### src/rtl/fan_pkg.sv
// Shared constants and types for the two-coil fan commutation block.
// Assumes a 100 MHz clock and a 1 us timing tick derived from it.
package fan_pkg;

  // Clock and timing tick
  localparam int CLK_HZ = 100_000_000;
  localparam int CLK_PERIOD_NS = 10;
  localparam int TICK_NS = 1000;
  localparam int TICK_CYC = TICK_NS / CLK_PERIOD_NS;
  localparam int DIV_W = 7;

  // Protection times, figures in their own units
  localparam int LOCK_TIME_MS = 430;
  localparam int RESTART_TIME_MS = 3000;
  localparam int POR_HOLD_US = 500;
  localparam int ALARM_FREQ_MHZ = 1150;
  localparam int TIMER_W = 24;

  // Same times as counts of 1 us ticks
  localparam logic [23:0] LOCK_US = 24'(LOCK_TIME_MS * 1000);
  localparam logic [23:0] RESTART_US = 24'(RESTART_TIME_MS * 1000);
  localparam logic [23:0] POR_US = 24'(POR_HOLD_US);
  localparam logic [23:0] ALARM_US = 24'(1_000_000_000 / ALARM_FREQ_MHZ);

  // Adaptive speed window, two pole pairs give four pole changes a turn
  localparam int POLES_PER_REV = 4;
  localparam int RPM_MIN = 2300;
  localparam int RPM_MAX = 6700;
  localparam logic [23:0] HALF_MIN_US = 24'(60_000_000 / (RPM_MAX * POLES_PER_REV));
  localparam logic [23:0] HALF_MAX_US = 24'(60_000_000 / (RPM_MIN * POLES_PER_REV));

  // Target ratio 6.25 percent, slope time times 16 against half period
  localparam int RATIO_PCT_X100 = 625;
  localparam int RATIO_DIV = 10000 / RATIO_PCT_X100;

  // Slope code
  localparam int SLOPE_W = 8;
  localparam int MEAS_W = 16;
  localparam logic [7:0] SLOPE_MIN = 8'h01;
  localparam logic [7:0] SLOPE_MAX = 8'hFF;
  localparam logic [7:0] SLOPE_RST = 8'h20;
  localparam logic [15:0] MEAS_MAX = 16'hFFFF;

  // Register map, byte addresses
  localparam int ADDR_W = 8;
  localparam logic [7:0] REG_CTRL = 8'h00;
  localparam logic [7:0] REG_SLOPE = 8'h04;
  localparam logic [7:0] REG_STATUS = 8'h08;
  localparam logic [7:0] REG_HALF = 8'h0C;
  localparam logic [7:0] REG_MEAS = 8'h10;

  // Control fields and reset values
  localparam int CTRL_ALARM_BIT = 0;
  localparam int CTRL_ADAPT_BIT = 1;
  localparam logic CTRL_ALARM_RST = 1'b0;
  localparam logic CTRL_ADAPT_RST = 1'b1;

  // Status fields
  localparam int ST_POLE_BIT = 0;
  localparam int ST_HOT1_BIT = 1;
  localparam int ST_HOT2_BIT = 2;
  localparam int ST_SLOW_BIT = 3;
  localparam int ST_STATE_LSB = 4;
  localparam int ST_POR_BIT = 6;

  // Bus responses
  localparam logic [1:0] RESP_OKAY = 2'b00;
  localparam logic [1:0] RESP_SLVERR = 2'b10;

  // Locked-rotor protection states
  typedef enum logic [1:0] {
    LK_RUN = 2'b00,
    LK_OFF = 2'b01,
    LK_RETRY = 2'b10
  } lock_state_t;

endpackage

### src/rtl/fan_commute_top.sv
// Commutation, locked-rotor, slope adaptation and thermal logic of a
// two-coil fan driver, with an AXI4-Lite register slave.
// Assumes analog comparators for pole and thermal flags and an analog
// slope shaper that takes slope_setting and drives the coil pins.
//
// Behaviour
// - South pole pulls coil A low, releases B, speed pin low; north the reverse.
// - Speed-pulse variant: speed pin follows the latched pole.
// - Alarm variant: pin driven low while the motor spins normally.
// - Alarm variant: pin released when pole changes fall below about 1.15 Hz.
// - No pole change for 0.43 s means blocked rotor: both coils off.
// - While blocked, re-energise coils about every 3 s until rotation resumes.
// - Coil drives always complementary while running.
// - In locked-rotor protection the speed pin is forced high.
// - Speed is measured as time between successive pole changes.
// - Slope time runs from coil A falling start to its crossover.
// - Ratio is twice slope time over full output period.
// - Ratio below 6.25 percent lengthens the slope setting.
// - Ratio above 6.25 percent shortens the slope setting.
// - Slope code steps up or down, applied before next rising slope of A.
// - Slopes start at threshold crossings, not from field amplitude.
// - Adaptation holds the ratio between 2300 and 6700 RPM.
// - First thermal flag halves the slope in use, fan keeps running.
// - Full slope returns only when the first thermal flag clears.
// - Second thermal flag shuts down, releasing all outputs high.
// - Outputs stay high until the second thermal flag clears.
// - After reset the speed or alarm pin is held high for 500 us.
`timescale 1ns/1ps

module fan_commute_top #(
  parameter logic [23:0] LOCK_US = fan_pkg::LOCK_US,
  parameter logic [23:0] RESTART_US = fan_pkg::RESTART_US,
  parameter logic [23:0] POR_US = fan_pkg::POR_US,
  parameter logic [23:0] ALARM_US = fan_pkg::ALARM_US
) (
  // Clock and reset
  input wire logic aclk,
  input wire logic aresetn,
  // Comparator flags from the analog front end
  input wire logic pole_south_in,
  input wire logic thermal_stage1_in,
  input wire logic thermal_stage2_in,
  // Coil A open-drain pin
  input wire logic coil_drive_a_in,
  output logic coil_drive_a_out,
  output logic coil_drive_a_oe_n,
  // Coil B open-drain pin
  input wire logic coil_drive_b_in,
  output logic coil_drive_b_out,
  output logic coil_drive_b_oe_n,
  // Speed pulse or alarm open-drain pin
  input wire logic speed_pulse_in,
  output logic speed_pulse_out,
  output logic speed_pulse_oe_n,
  // Slope code to the analog slope shaper
  output logic [fan_pkg::SLOPE_W-1:0] slope_setting,
  // AXI4-Lite write address
  input wire logic [fan_pkg::ADDR_W-1:0] s_axi_awaddr,
  input wire logic [2:0] s_axi_awprot,
  input wire logic s_axi_awvalid,
  output logic s_axi_awready,
  // AXI4-Lite write data
  input wire logic [31:0] s_axi_wdata,
  input wire logic [3:0] s_axi_wstrb,
  input wire logic s_axi_wvalid,
  output logic s_axi_wready,
  // AXI4-Lite write response
  output logic [1:0] s_axi_bresp,
  output logic s_axi_bvalid,
  input wire logic s_axi_bready,
  // AXI4-Lite read address
  input wire logic [fan_pkg::ADDR_W-1:0] s_axi_araddr,
  input wire logic [2:0] s_axi_arprot,
  input wire logic s_axi_arvalid,
  output logic s_axi_arready,
  // AXI4-Lite read data
  output logic [31:0] s_axi_rdata,
  output logic [1:0] s_axi_rresp,
  output logic s_axi_rvalid,
  input wire logic s_axi_rready
);
  import fan_pkg::*;

  localparam logic [23:0] OFF_US = RESTART_US - LOCK_US;

  // Saturating step of the slope code
  function automatic logic [7:0] step_code(input logic [7:0] code,
                                           input logic up, input logic down);
    logic [7:0] res;
    res = code;
    if (up && code != SLOPE_MAX) begin
      res = code + 8'h01;
    end else if (down && code != SLOPE_MIN) begin
      res = code - 8'h01;
    end
    return res;
  endfunction

  // Word-aligned register address
  function automatic logic [7:0] word_addr(input logic [7:0] a);
    return {a[7:2], 2'b00};
  endfunction

  logic [DIV_W-1:0] div_ff;
  logic tick_ff;
  logic [3:0] meta_ff;
  logic [3:0] sync_ff;
  logic pole_s;
  logic hot1_s;
  logic hot2_s;
  logic a_low_s;
  logic pole_ff;
  logic pole_chg;
  logic [23:0] half_cnt_ff;
  logic [23:0] last_half_ff;
  logic slow;
  lock_state_t state_ff;
  logic [23:0] lk_timer_ff;
  logic [23:0] por_cnt_ff;
  logic por_done_ff;
  logic meas_on_ff;
  logic [MEAS_W-1:0] meas_cnt_ff;
  logic [MEAS_W-1:0] last_meas_ff;
  logic meas_done;
  logic [23:0] meas_scaled;
  logic in_window;
  logic [7:0] code_ff;
  logic alarm_mode_ff;
  logic adapt_en_ff;
  logic energize;
  logic [7:0] aw_addr_ff;
  logic aw_full_ff;
  logic [31:0] w_data_ff;
  logic [3:0] w_strb_ff;
  logic w_full_ff;
  logic wr_en;
  logic wr_hit;
  logic [31:0] rd_word;
  logic rd_hit;

  // 1 us tick so long timers stay within 24 bits
  always_ff @(posedge aclk) begin
    if (!aresetn) begin
      div_ff <= '0;
      tick_ff <= 1'b0;
    end else if (div_ff == DIV_W'(TICK_CYC - 1)) begin
      div_ff <= '0;
      tick_ff <= 1'b1;
    end else begin
      div_ff <= div_ff + 7'h01;
      tick_ff <= 1'b0;
    end
  end

  // Two-stage synchronisers on comparator results and pin readback
  always_ff @(posedge aclk) begin
    if (!aresetn) begin
      meta_ff <= 4'h0;
      sync_ff <= 4'h0;
    end else begin
      meta_ff <= {~coil_drive_a_in, thermal_stage2_in, thermal_stage1_in,
                  pole_south_in};
      sync_ff <= meta_ff;
    end
  end

  assign pole_s = sync_ff[0];
  assign hot1_s = sync_ff[1];
  assign hot2_s = sync_ff[2];
  assign a_low_s = sync_ff[3];

  // Pole change seen only at the comparator threshold crossing
  always_ff @(posedge aclk) begin
    if (!aresetn) begin
      pole_ff <= 1'b0;
    end else begin
      pole_ff <= pole_s;
    end
  end

  assign pole_chg = pole_s != pole_ff;

  // Time between pole changes, saturating
  always_ff @(posedge aclk) begin
    if (!aresetn) begin
      half_cnt_ff <= 24'h0;
      last_half_ff <= 24'h0;
    end else if (pole_chg) begin
      half_cnt_ff <= 24'h0;
      last_half_ff <= half_cnt_ff;
    end else if (tick_ff && half_cnt_ff != 24'hFFFFFF) begin
      half_cnt_ff <= half_cnt_ff + 24'h000001;
    end
  end

  assign slow = half_cnt_ff >= ALARM_US;

  // Locked-rotor protection: off after stall, periodic retry
  always_ff @(posedge aclk) begin
    if (!aresetn) begin
      state_ff <= LK_RUN;
      lk_timer_ff <= 24'h0;
    end else begin
      unique case (state_ff)
        LK_RUN: begin
          lk_timer_ff <= 24'h0;
          if (!pole_chg && half_cnt_ff >= LOCK_US) begin
            state_ff <= LK_OFF;
          end
        end
        LK_OFF: begin
          if (pole_chg) begin
            state_ff <= LK_RUN;
            lk_timer_ff <= 24'h0;
          end else if (tick_ff) begin
            if (lk_timer_ff >= OFF_US - 24'h000001) begin
              state_ff <= LK_RETRY;
              lk_timer_ff <= 24'h0;
            end else begin
              lk_timer_ff <= lk_timer_ff + 24'h000001;
            end
          end
        end
        LK_RETRY: begin
          if (pole_chg) begin
            state_ff <= LK_RUN;
            lk_timer_ff <= 24'h0;
          end else if (tick_ff) begin
            if (lk_timer_ff >= LOCK_US - 24'h000001) begin
              state_ff <= LK_OFF;
              lk_timer_ff <= 24'h0;
            end else begin
              lk_timer_ff <= lk_timer_ff + 24'h000001;
            end
          end
        end
        default: begin
          state_ff <= LK_RUN;
          lk_timer_ff <= 24'h0;
        end
      endcase
    end
  end

  // Power-on hold of the speed or alarm pin
  always_ff @(posedge aclk) begin
    if (!aresetn) begin
      por_cnt_ff <= 24'h0;
      por_done_ff <= 1'b0;
    end else if (!por_done_ff && tick_ff) begin
      por_cnt_ff <= por_cnt_ff + 24'h000001;
      if (por_cnt_ff >= POR_US - 24'h000001) begin
        por_done_ff <= 1'b1;
      end
    end
  end

  // Coils are driven only in run or retry and never while overheated
  assign energize = (state_ff != LK_OFF) && !hot2_s;

  // Slope time: from coil A pull-down start to its crossover
  always_ff @(posedge aclk) begin
    if (!aresetn) begin
      meas_on_ff <= 1'b0;
      meas_cnt_ff <= '0;
      last_meas_ff <= '0;
    end else if (pole_chg) begin
      meas_on_ff <= pole_s && energize;
      meas_cnt_ff <= '0;
    end else if (meas_done) begin
      meas_on_ff <= 1'b0;
      last_meas_ff <= meas_cnt_ff;
    end else if (meas_on_ff && tick_ff && meas_cnt_ff != MEAS_MAX) begin
      meas_cnt_ff <= meas_cnt_ff + 16'h0001;
    end
  end

  assign meas_done = meas_on_ff && a_low_s && !pole_chg;

  // 2 * slope / period equals slope / half period; target is 1/16
  assign meas_scaled = 24'(meas_cnt_ff) * 24'(RATIO_DIV);
  assign in_window = last_half_ff >= HALF_MIN_US
                  && last_half_ff <= HALF_MAX_US;

  // Slope code: bus load, or one saturating step per measured half
  always_ff @(posedge aclk) begin
    if (!aresetn) begin
      code_ff <= SLOPE_RST;
    end else if (wr_en && wr_hit && word_addr(aw_addr_ff) == REG_SLOPE
                 && w_strb_ff[0]) begin
      code_ff <= (w_data_ff[7:0] == 8'h00) ? SLOPE_MIN : w_data_ff[7:0];
    end else if (meas_done && adapt_en_ff && in_window) begin
      code_ff <= step_code(code_ff,
                           meas_scaled < last_half_ff,
                           meas_scaled > last_half_ff);
    end
  end

  // Applied during the south half, ahead of coil A's next rising slope
  always_ff @(posedge aclk) begin
    if (!aresetn) begin
      slope_setting <= SLOPE_RST;
    end else if (hot1_s) begin
      slope_setting <= {1'b0, code_ff[7:1]};
    end else begin
      slope_setting <= code_ff;
    end
  end

  // Coil pins; released while off or overheated
  always_ff @(posedge aclk) begin
    if (!aresetn) begin
      coil_drive_a_out <= 1'b0;
      coil_drive_b_out <= 1'b0;
      coil_drive_a_oe_n <= 1'b1;
      coil_drive_b_oe_n <= 1'b1;
    end else begin
      coil_drive_a_out <= 1'b0;
      coil_drive_b_out <= 1'b0;
      coil_drive_a_oe_n <= energize ? !pole_s : 1'b1;
      coil_drive_b_oe_n <= energize ? pole_s : 1'b1;
    end
  end

  // Speed or alarm pin
  always_ff @(posedge aclk) begin
    if (!aresetn) begin
      speed_pulse_out <= 1'b0;
      speed_pulse_oe_n <= 1'b1;
    end else begin
      speed_pulse_out <= 1'b0;
      if (!por_done_ff || hot2_s) begin
        speed_pulse_oe_n <= 1'b1;
      end else if (alarm_mode_ff) begin
        speed_pulse_oe_n <= !(state_ff == LK_RUN && !slow);
      end else if (state_ff != LK_RUN) begin
        speed_pulse_oe_n <= 1'b1;
      end else begin
        speed_pulse_oe_n <= !pole_s;
      end
    end
  end

  // Write channel: address and data taken in either order
  always_ff @(posedge aclk) begin
    if (!aresetn) begin
      s_axi_awready <= 1'b0;
      s_axi_wready <= 1'b0;
      aw_full_ff <= 1'b0;
      w_full_ff <= 1'b0;
      aw_addr_ff <= 8'h00;
      w_data_ff <= 32'h0;
      w_strb_ff <= 4'h0;
      s_axi_bvalid <= 1'b0;
      s_axi_bresp <= RESP_OKAY;
    end else begin
      if (s_axi_awvalid && s_axi_awready) begin
        aw_full_ff <= 1'b1;
        aw_addr_ff <= s_axi_awaddr;
        s_axi_awready <= 1'b0;
      end else if (!aw_full_ff && !s_axi_bvalid) begin
        s_axi_awready <= 1'b1;
      end
      if (s_axi_wvalid && s_axi_wready) begin
        w_full_ff <= 1'b1;
        w_data_ff <= s_axi_wdata;
        w_strb_ff <= s_axi_wstrb;
        s_axi_wready <= 1'b0;
      end else if (!w_full_ff && !s_axi_bvalid) begin
        s_axi_wready <= 1'b1;
      end
      if (wr_en) begin
        aw_full_ff <= 1'b0;
        w_full_ff <= 1'b0;
        s_axi_bvalid <= 1'b1;
        s_axi_bresp <= wr_hit ? RESP_OKAY : RESP_SLVERR;
      end else if (s_axi_bvalid && s_axi_bready) begin
        s_axi_bvalid <= 1'b0;
      end
    end
  end

  assign wr_en = aw_full_ff && w_full_ff && !s_axi_bvalid;
  // Status and measurement words accept writes but ignore them
  assign wr_hit = word_addr(aw_addr_ff) <= REG_MEAS;

  // Control register: variant select and adaptation enable
  always_ff @(posedge aclk) begin
    if (!aresetn) begin
      alarm_mode_ff <= CTRL_ALARM_RST;
      adapt_en_ff <= CTRL_ADAPT_RST;
    end else if (wr_en && word_addr(aw_addr_ff) == REG_CTRL && w_strb_ff[0]) begin
      alarm_mode_ff <= w_data_ff[CTRL_ALARM_BIT];
      adapt_en_ff <= w_data_ff[CTRL_ADAPT_BIT];
    end
  end

  // Read mux
  always_comb begin
    rd_word = 32'h0;
    rd_hit = 1'b1;
    unique case (word_addr(s_axi_araddr))
      REG_CTRL: begin
        rd_word[CTRL_ALARM_BIT] = alarm_mode_ff;
        rd_word[CTRL_ADAPT_BIT] = adapt_en_ff;
      end
      REG_SLOPE: rd_word[7:0] = code_ff;
      REG_STATUS: begin
        rd_word[ST_POLE_BIT] = pole_s;
        rd_word[ST_HOT1_BIT] = hot1_s;
        rd_word[ST_HOT2_BIT] = hot2_s;
        rd_word[ST_SLOW_BIT] = slow;
        rd_word[ST_STATE_LSB +: 2] = state_ff;
        rd_word[ST_POR_BIT] = por_done_ff;
      end
      REG_HALF: rd_word[23:0] = last_half_ff;
      REG_MEAS: rd_word[15:0] = last_meas_ff;
      default: rd_hit = 1'b0;
    endcase
  end

  // Read channel: one read under way at a time
  always_ff @(posedge aclk) begin
    if (!aresetn) begin
      s_axi_arready <= 1'b0;
      s_axi_rvalid <= 1'b0;
      s_axi_rdata <= 32'h0;
      s_axi_rresp <= RESP_OKAY;
    end else if (s_axi_arvalid && s_axi_arready) begin
      s_axi_arready <= 1'b0;
      s_axi_rvalid <= 1'b1;
      s_axi_rdata <= rd_word;
      s_axi_rresp <= rd_hit ? RESP_OKAY : RESP_SLVERR;
    end else if (s_axi_rvalid && s_axi_rready) begin
      s_axi_rvalid <= 1'b0;
    end else if (!s_axi_rvalid) begin
      s_axi_arready <= 1'b1;
    end
  end

endmodule

### config.mk
export PLATFORM = sky130hd
export DESIGN_NAME = fan_commute_top
export DESIGN_NICKNAME = d
export VERILOG_FILES = /design/src/rtl/fan_pkg.sv /design/src/rtl/fan_commute_top.sv
export SDC_FILE = /design/constraint.sdc
export NUM_CORES = 1
export LEC_CHECK = 0
export ABC_AREA = 1
export BUFFER_PORTS_ARGS = -buffer_cell sky130_fd_sc_hd__buf_2
export CAP_MARGIN = 10
export CORE_MARGIN = 5
export CORE_UTILIZATION = 40
export CTS_CLUSTER_SIZE = 20
export DETAILED_ROUTE_END_ITERATION = 10
export GPL_ROUTABILITY_DRIVEN = 1
export SETUP_SLACK_MARGIN = 0.02
export SYNTH_ARGS = -nofsm -noshare
export SYNTH_HDL_FRONTEND = slang
export SYNTH_SLANG_ARGS = --single-unit
### constraint.sdc
create_clock -name aclk -period 2.31 [get_ports aclk]
set_input_delay 0.462 -clock aclk [delete_from_list [all_inputs] [get_ports aclk]]
set_output_delay 0.462 -clock aclk [all_outputs]
set_load 0.02 [all_outputs]
==> impl_metrics.csv <==
group,metric,value,unit
run_status,status,"finished, final reports clean",
clocking,clkTransAtPathRegs,0.06,ns
power,p_leak,5.27,nW
min_path,hold_path_class,"in -> reg",
placed_design,hpwl,22400,microns
clocking,cts_tree,"yes",
placed_design,io_buffers,73,
synth,synthArstFlopShare,0,%
synth,synth_edf_count,0,
timing,fin_skew,0.0202,ns
routing,drc,0,
floorplanning,rows,60,
synth,synthCells,1570,
timing,fin_tns_setup,0,ns
global_routing,overflow,0,
global_routing,grt_pass1_wl,50100,microns
floorplanning,die_area,30900,sq um
clocking,post_cts_buffers,0,
setup_path,crit_type,"reg -> reg",
floorplanning,initial_core_util,40.6,%
placed_design,finalWeightedCongestion,0.913,
floorplanning,die_x,176,microns
synth,syn-mean-instance-area,6.99,sq um
clocking,numCtsBuffers,25,
floorplanning,io_pins,126,
flow_run,maxCapViolCount,0,
routing,drt_first_pass_iters,5,
global_routing,grt.total_usage,19.3,%
synth,synth.yosys.seq_area_share,39.8,%
setup_path,worstPathRequired,2.73,ns
setup_path,crit_arrival,2.50,ns
synth,synth_common_cells,"nand2_1, dfxtp_1, inv_1",
routing,ant_nets,0,
cells_and_area,fin_nets,1769,
synth,synth.most_common_cell,"nand2_1",
cells_and_area,final_area,12800,sq um
clocking,clock_latency,0.53,ns
global_routing,grt_max_degree,105,
cells_and_area,area.growth.synth_to_final,16.2,%
routing,dr_total_vias,10420,
synth,yosysWarnings,0,
setup_path,worst_setup_path_start_kind,"register",
timing,setup_viol_count_final,0,
timing,max_slew_margin,41.5,%
timing,finalCriticalPeriod,2.08,ns
global_routing,antenna_found_initial,0,
synth,post_synth_instance_area,11000,sq um
timing,max_freq,0.481,GHz
floorplanning,coreArea,27000,sq um
routing,wl,30100,microns
setup_path,cp-end-kind,"register",
clocking,h-tree-depth,1,
routing,drt_iter0_markers,776,
timing,period_share,90.0,%
power,cellPowerDensity,698,nW/um^2
routing,wl_per_cell,14.9,microns
setup_path,cp_max_fo,6,
power,vdd_drop_max,463,uV
global_routing,grt_pass1_vias,9773,
cells_and_area,drive_above_1_share,12.1,%
clocking,cts_sinks,218,
clocking,cts_buffer_depth,3,
clocking,holdBufCountCts,0,
synth,ys_ff_latch,218,
timing,rsz0062_at_grt,"true",
synth,yosys.area.top_type,"dfxtp_1",
synth,synth_area_leaders,"dfxtp_1, nand2_1, a21oi_1, inv_1, nor2_1",
timing,drv_slew,0,
timing,tightest_slew,0.877,ns
timing,hold_slack,0.120,ns
synth,synth-main-ff-cell,"dfxtp_1",
timing,hold_viol_final,0,
power,finalPower,8.91,mW
floorplanning,die_h,176,microns
synth,synth_top_cell_area_share,39.8,%
clocking,cts_root_buf,"clkbuf_16",
synth,yosys.cell_types.count,51,
placed_design,dpl_cell_area,11900,sq um
cells_and_area,n_antenna_cell,0,
routing,vias_per_cell,5.14,
[what timing repair did]
| action | CTS | global route |
|---|---|---|
| resized for setup | 0 | 15 |
| endpoints found under the hold margin | 0 | 0 |
| setup endpoints to repair | 0 | 12 |
[state kept, by name, indices dropped and copies added (netlist names), 2 cells and up]
name,cells
last_half_ff,24
por_cnt_ff,24
half_cnt_ff,24
s_axi_rdata,24
div_ff,7
last_meas_ff,16
sync_ff,4
meta_ff,4
meas_cnt_ff,16
lk_timer_ff,24
code_ff,8
w_data_ff,8
slope_setting,8
aw_addr_ff,6
state_ff,2
[final timing paths]
check / end / from / slack (ns) / cells past startpoint
setup / recovery: code_ff[0]$_SDFFE_PN0P_ / meas_cnt_ff[11]$_SDFFE_PP0P_ / 0.23 / 16
hold / removal: meta_ff[1]$_SDFF_PN0_ / thermal_stage1_in / 0.12 / 3
setup reg to reg: code_ff[0]$_SDFFE_PN0P_ / meas_cnt_ff[11]$_SDFFE_PP0P_ / 0.23 / 16
hold reg to reg: sync_ff[3]$_SDFF_PN0_ / meta_ff[3]$_SDFF_PN0_ / 0.42 / 2
[per-stage QoR]
stage | utilization (%) | cells | setup slack, ns
final | 47.2 | 2026 | 0.230
after global routing | 47.2 | 2026 | -0.00151
after CTS | 47.0 | 2026 | 0.0882
after detailed placement | 43.9 | 1981 | 0.0850
after global placement | 43.9 | 1981 | 0.108
after floorplan | - | 1582 | 0.335
[cell type report]
class / instances / area, sq um
clock buffer: 34 / 699
timing repair buffer: 120 / 731
clock inverter: 11 / 138
inverter: 202 / 758
sequential: 218 / 4370
multi-input combinational: 1100 / 5630
tap: 341 / 427
fill: 2800 / 14300
[where the power goes]
group / total (mW) / internal (mW) / switching, mW
clock network: 4.06 / 2.46 / 1.61
logic: 0.896 / 0.290 / 0.606
registers: 3.95 / 3.87 / 0.0823
[per-layer routing]
| layer | GRT usage, % | routed length (microns) | vias to the layer above |
|---|---|---|---|
| met5 | 0 | 0 | - |
| met4 | 5.39 | 863 | 0 |
| met3 | 2.80 | 1490 | 54 |
| met2 | 30.3 | 13100 | 250 |
| met1 | 27.8 | 14700 | 4751 |
| li1 | - | - | 5365 |
[cells in the final DEF (no fill, tap or decap), types with 4 or more instances in the layout]
cell / netlist / layout
clkbuf_16: 0 / 25
conb_1: 1 / 13
nor2_4: 5 / 6
xor2_1: 30 / 30
inv_1: 192 / 192
o21a_1: 7 / 7
buf_2: 6 / 73
buf_4: 15 / 46
o221ai_1: 8 / 8
o21ai_0: 113 / 112
nor2_1: 183 / 180
nor3_1: 42 / 42
nand3_1: 93 / 93
a221oi_1: 4 / 4
clkinv_2: 0 / 6
a32o_1: 9 / 9
a21oi_1: 145 / 144
or2_2: 7 / 7
nor4_1: 16 / 16
o211ai_1: 4 / 4
nand2_1: 305 / 302
clkbuf_8: 0 / 4
nand4_1: 33 / 33
nand2_2: 6 / 7
nor3b_1: 8 / 8
inv_2: 8 / 8
o21bai_1: 4 / 4
clkbuf_1: 37 / 5
ha_1: 31 / 31
dfxtp_1: 218 / 215
xnor2_1: 4 / 4
[worst max-delay path: stages (launching register included)]
cell	delay (ns)
dfxtp_1	0.35
ha_1	0.31
nand2_1	0.09
nor2_2	0.14
nand2_1	0.11
inv_1	0.08
nand2_2	0.07
nor2_1	0.12
nor2_1	0.07
nand2_1	0.07
nand2_1	0.08
nand2_1	0.11
nand2_4	0.09
nand2_4	0.10
inv_1	0.06
nor2_1	0.09
nor2_1	0.05
[cell families after synthesis]
kind of cell / after synthesis / share of synthesized area (%)
fa+ha+maj: 31 / 3.53
xor+xnor: 34 / 2.71
compound gates: 313 / 15.9
buf+inv: 264 / 9.74
flops: 218 / 39.8
simple gates: 709 / 28.4
other cells: 1 / 0.0342
Power figures use the tool's default switching activity.
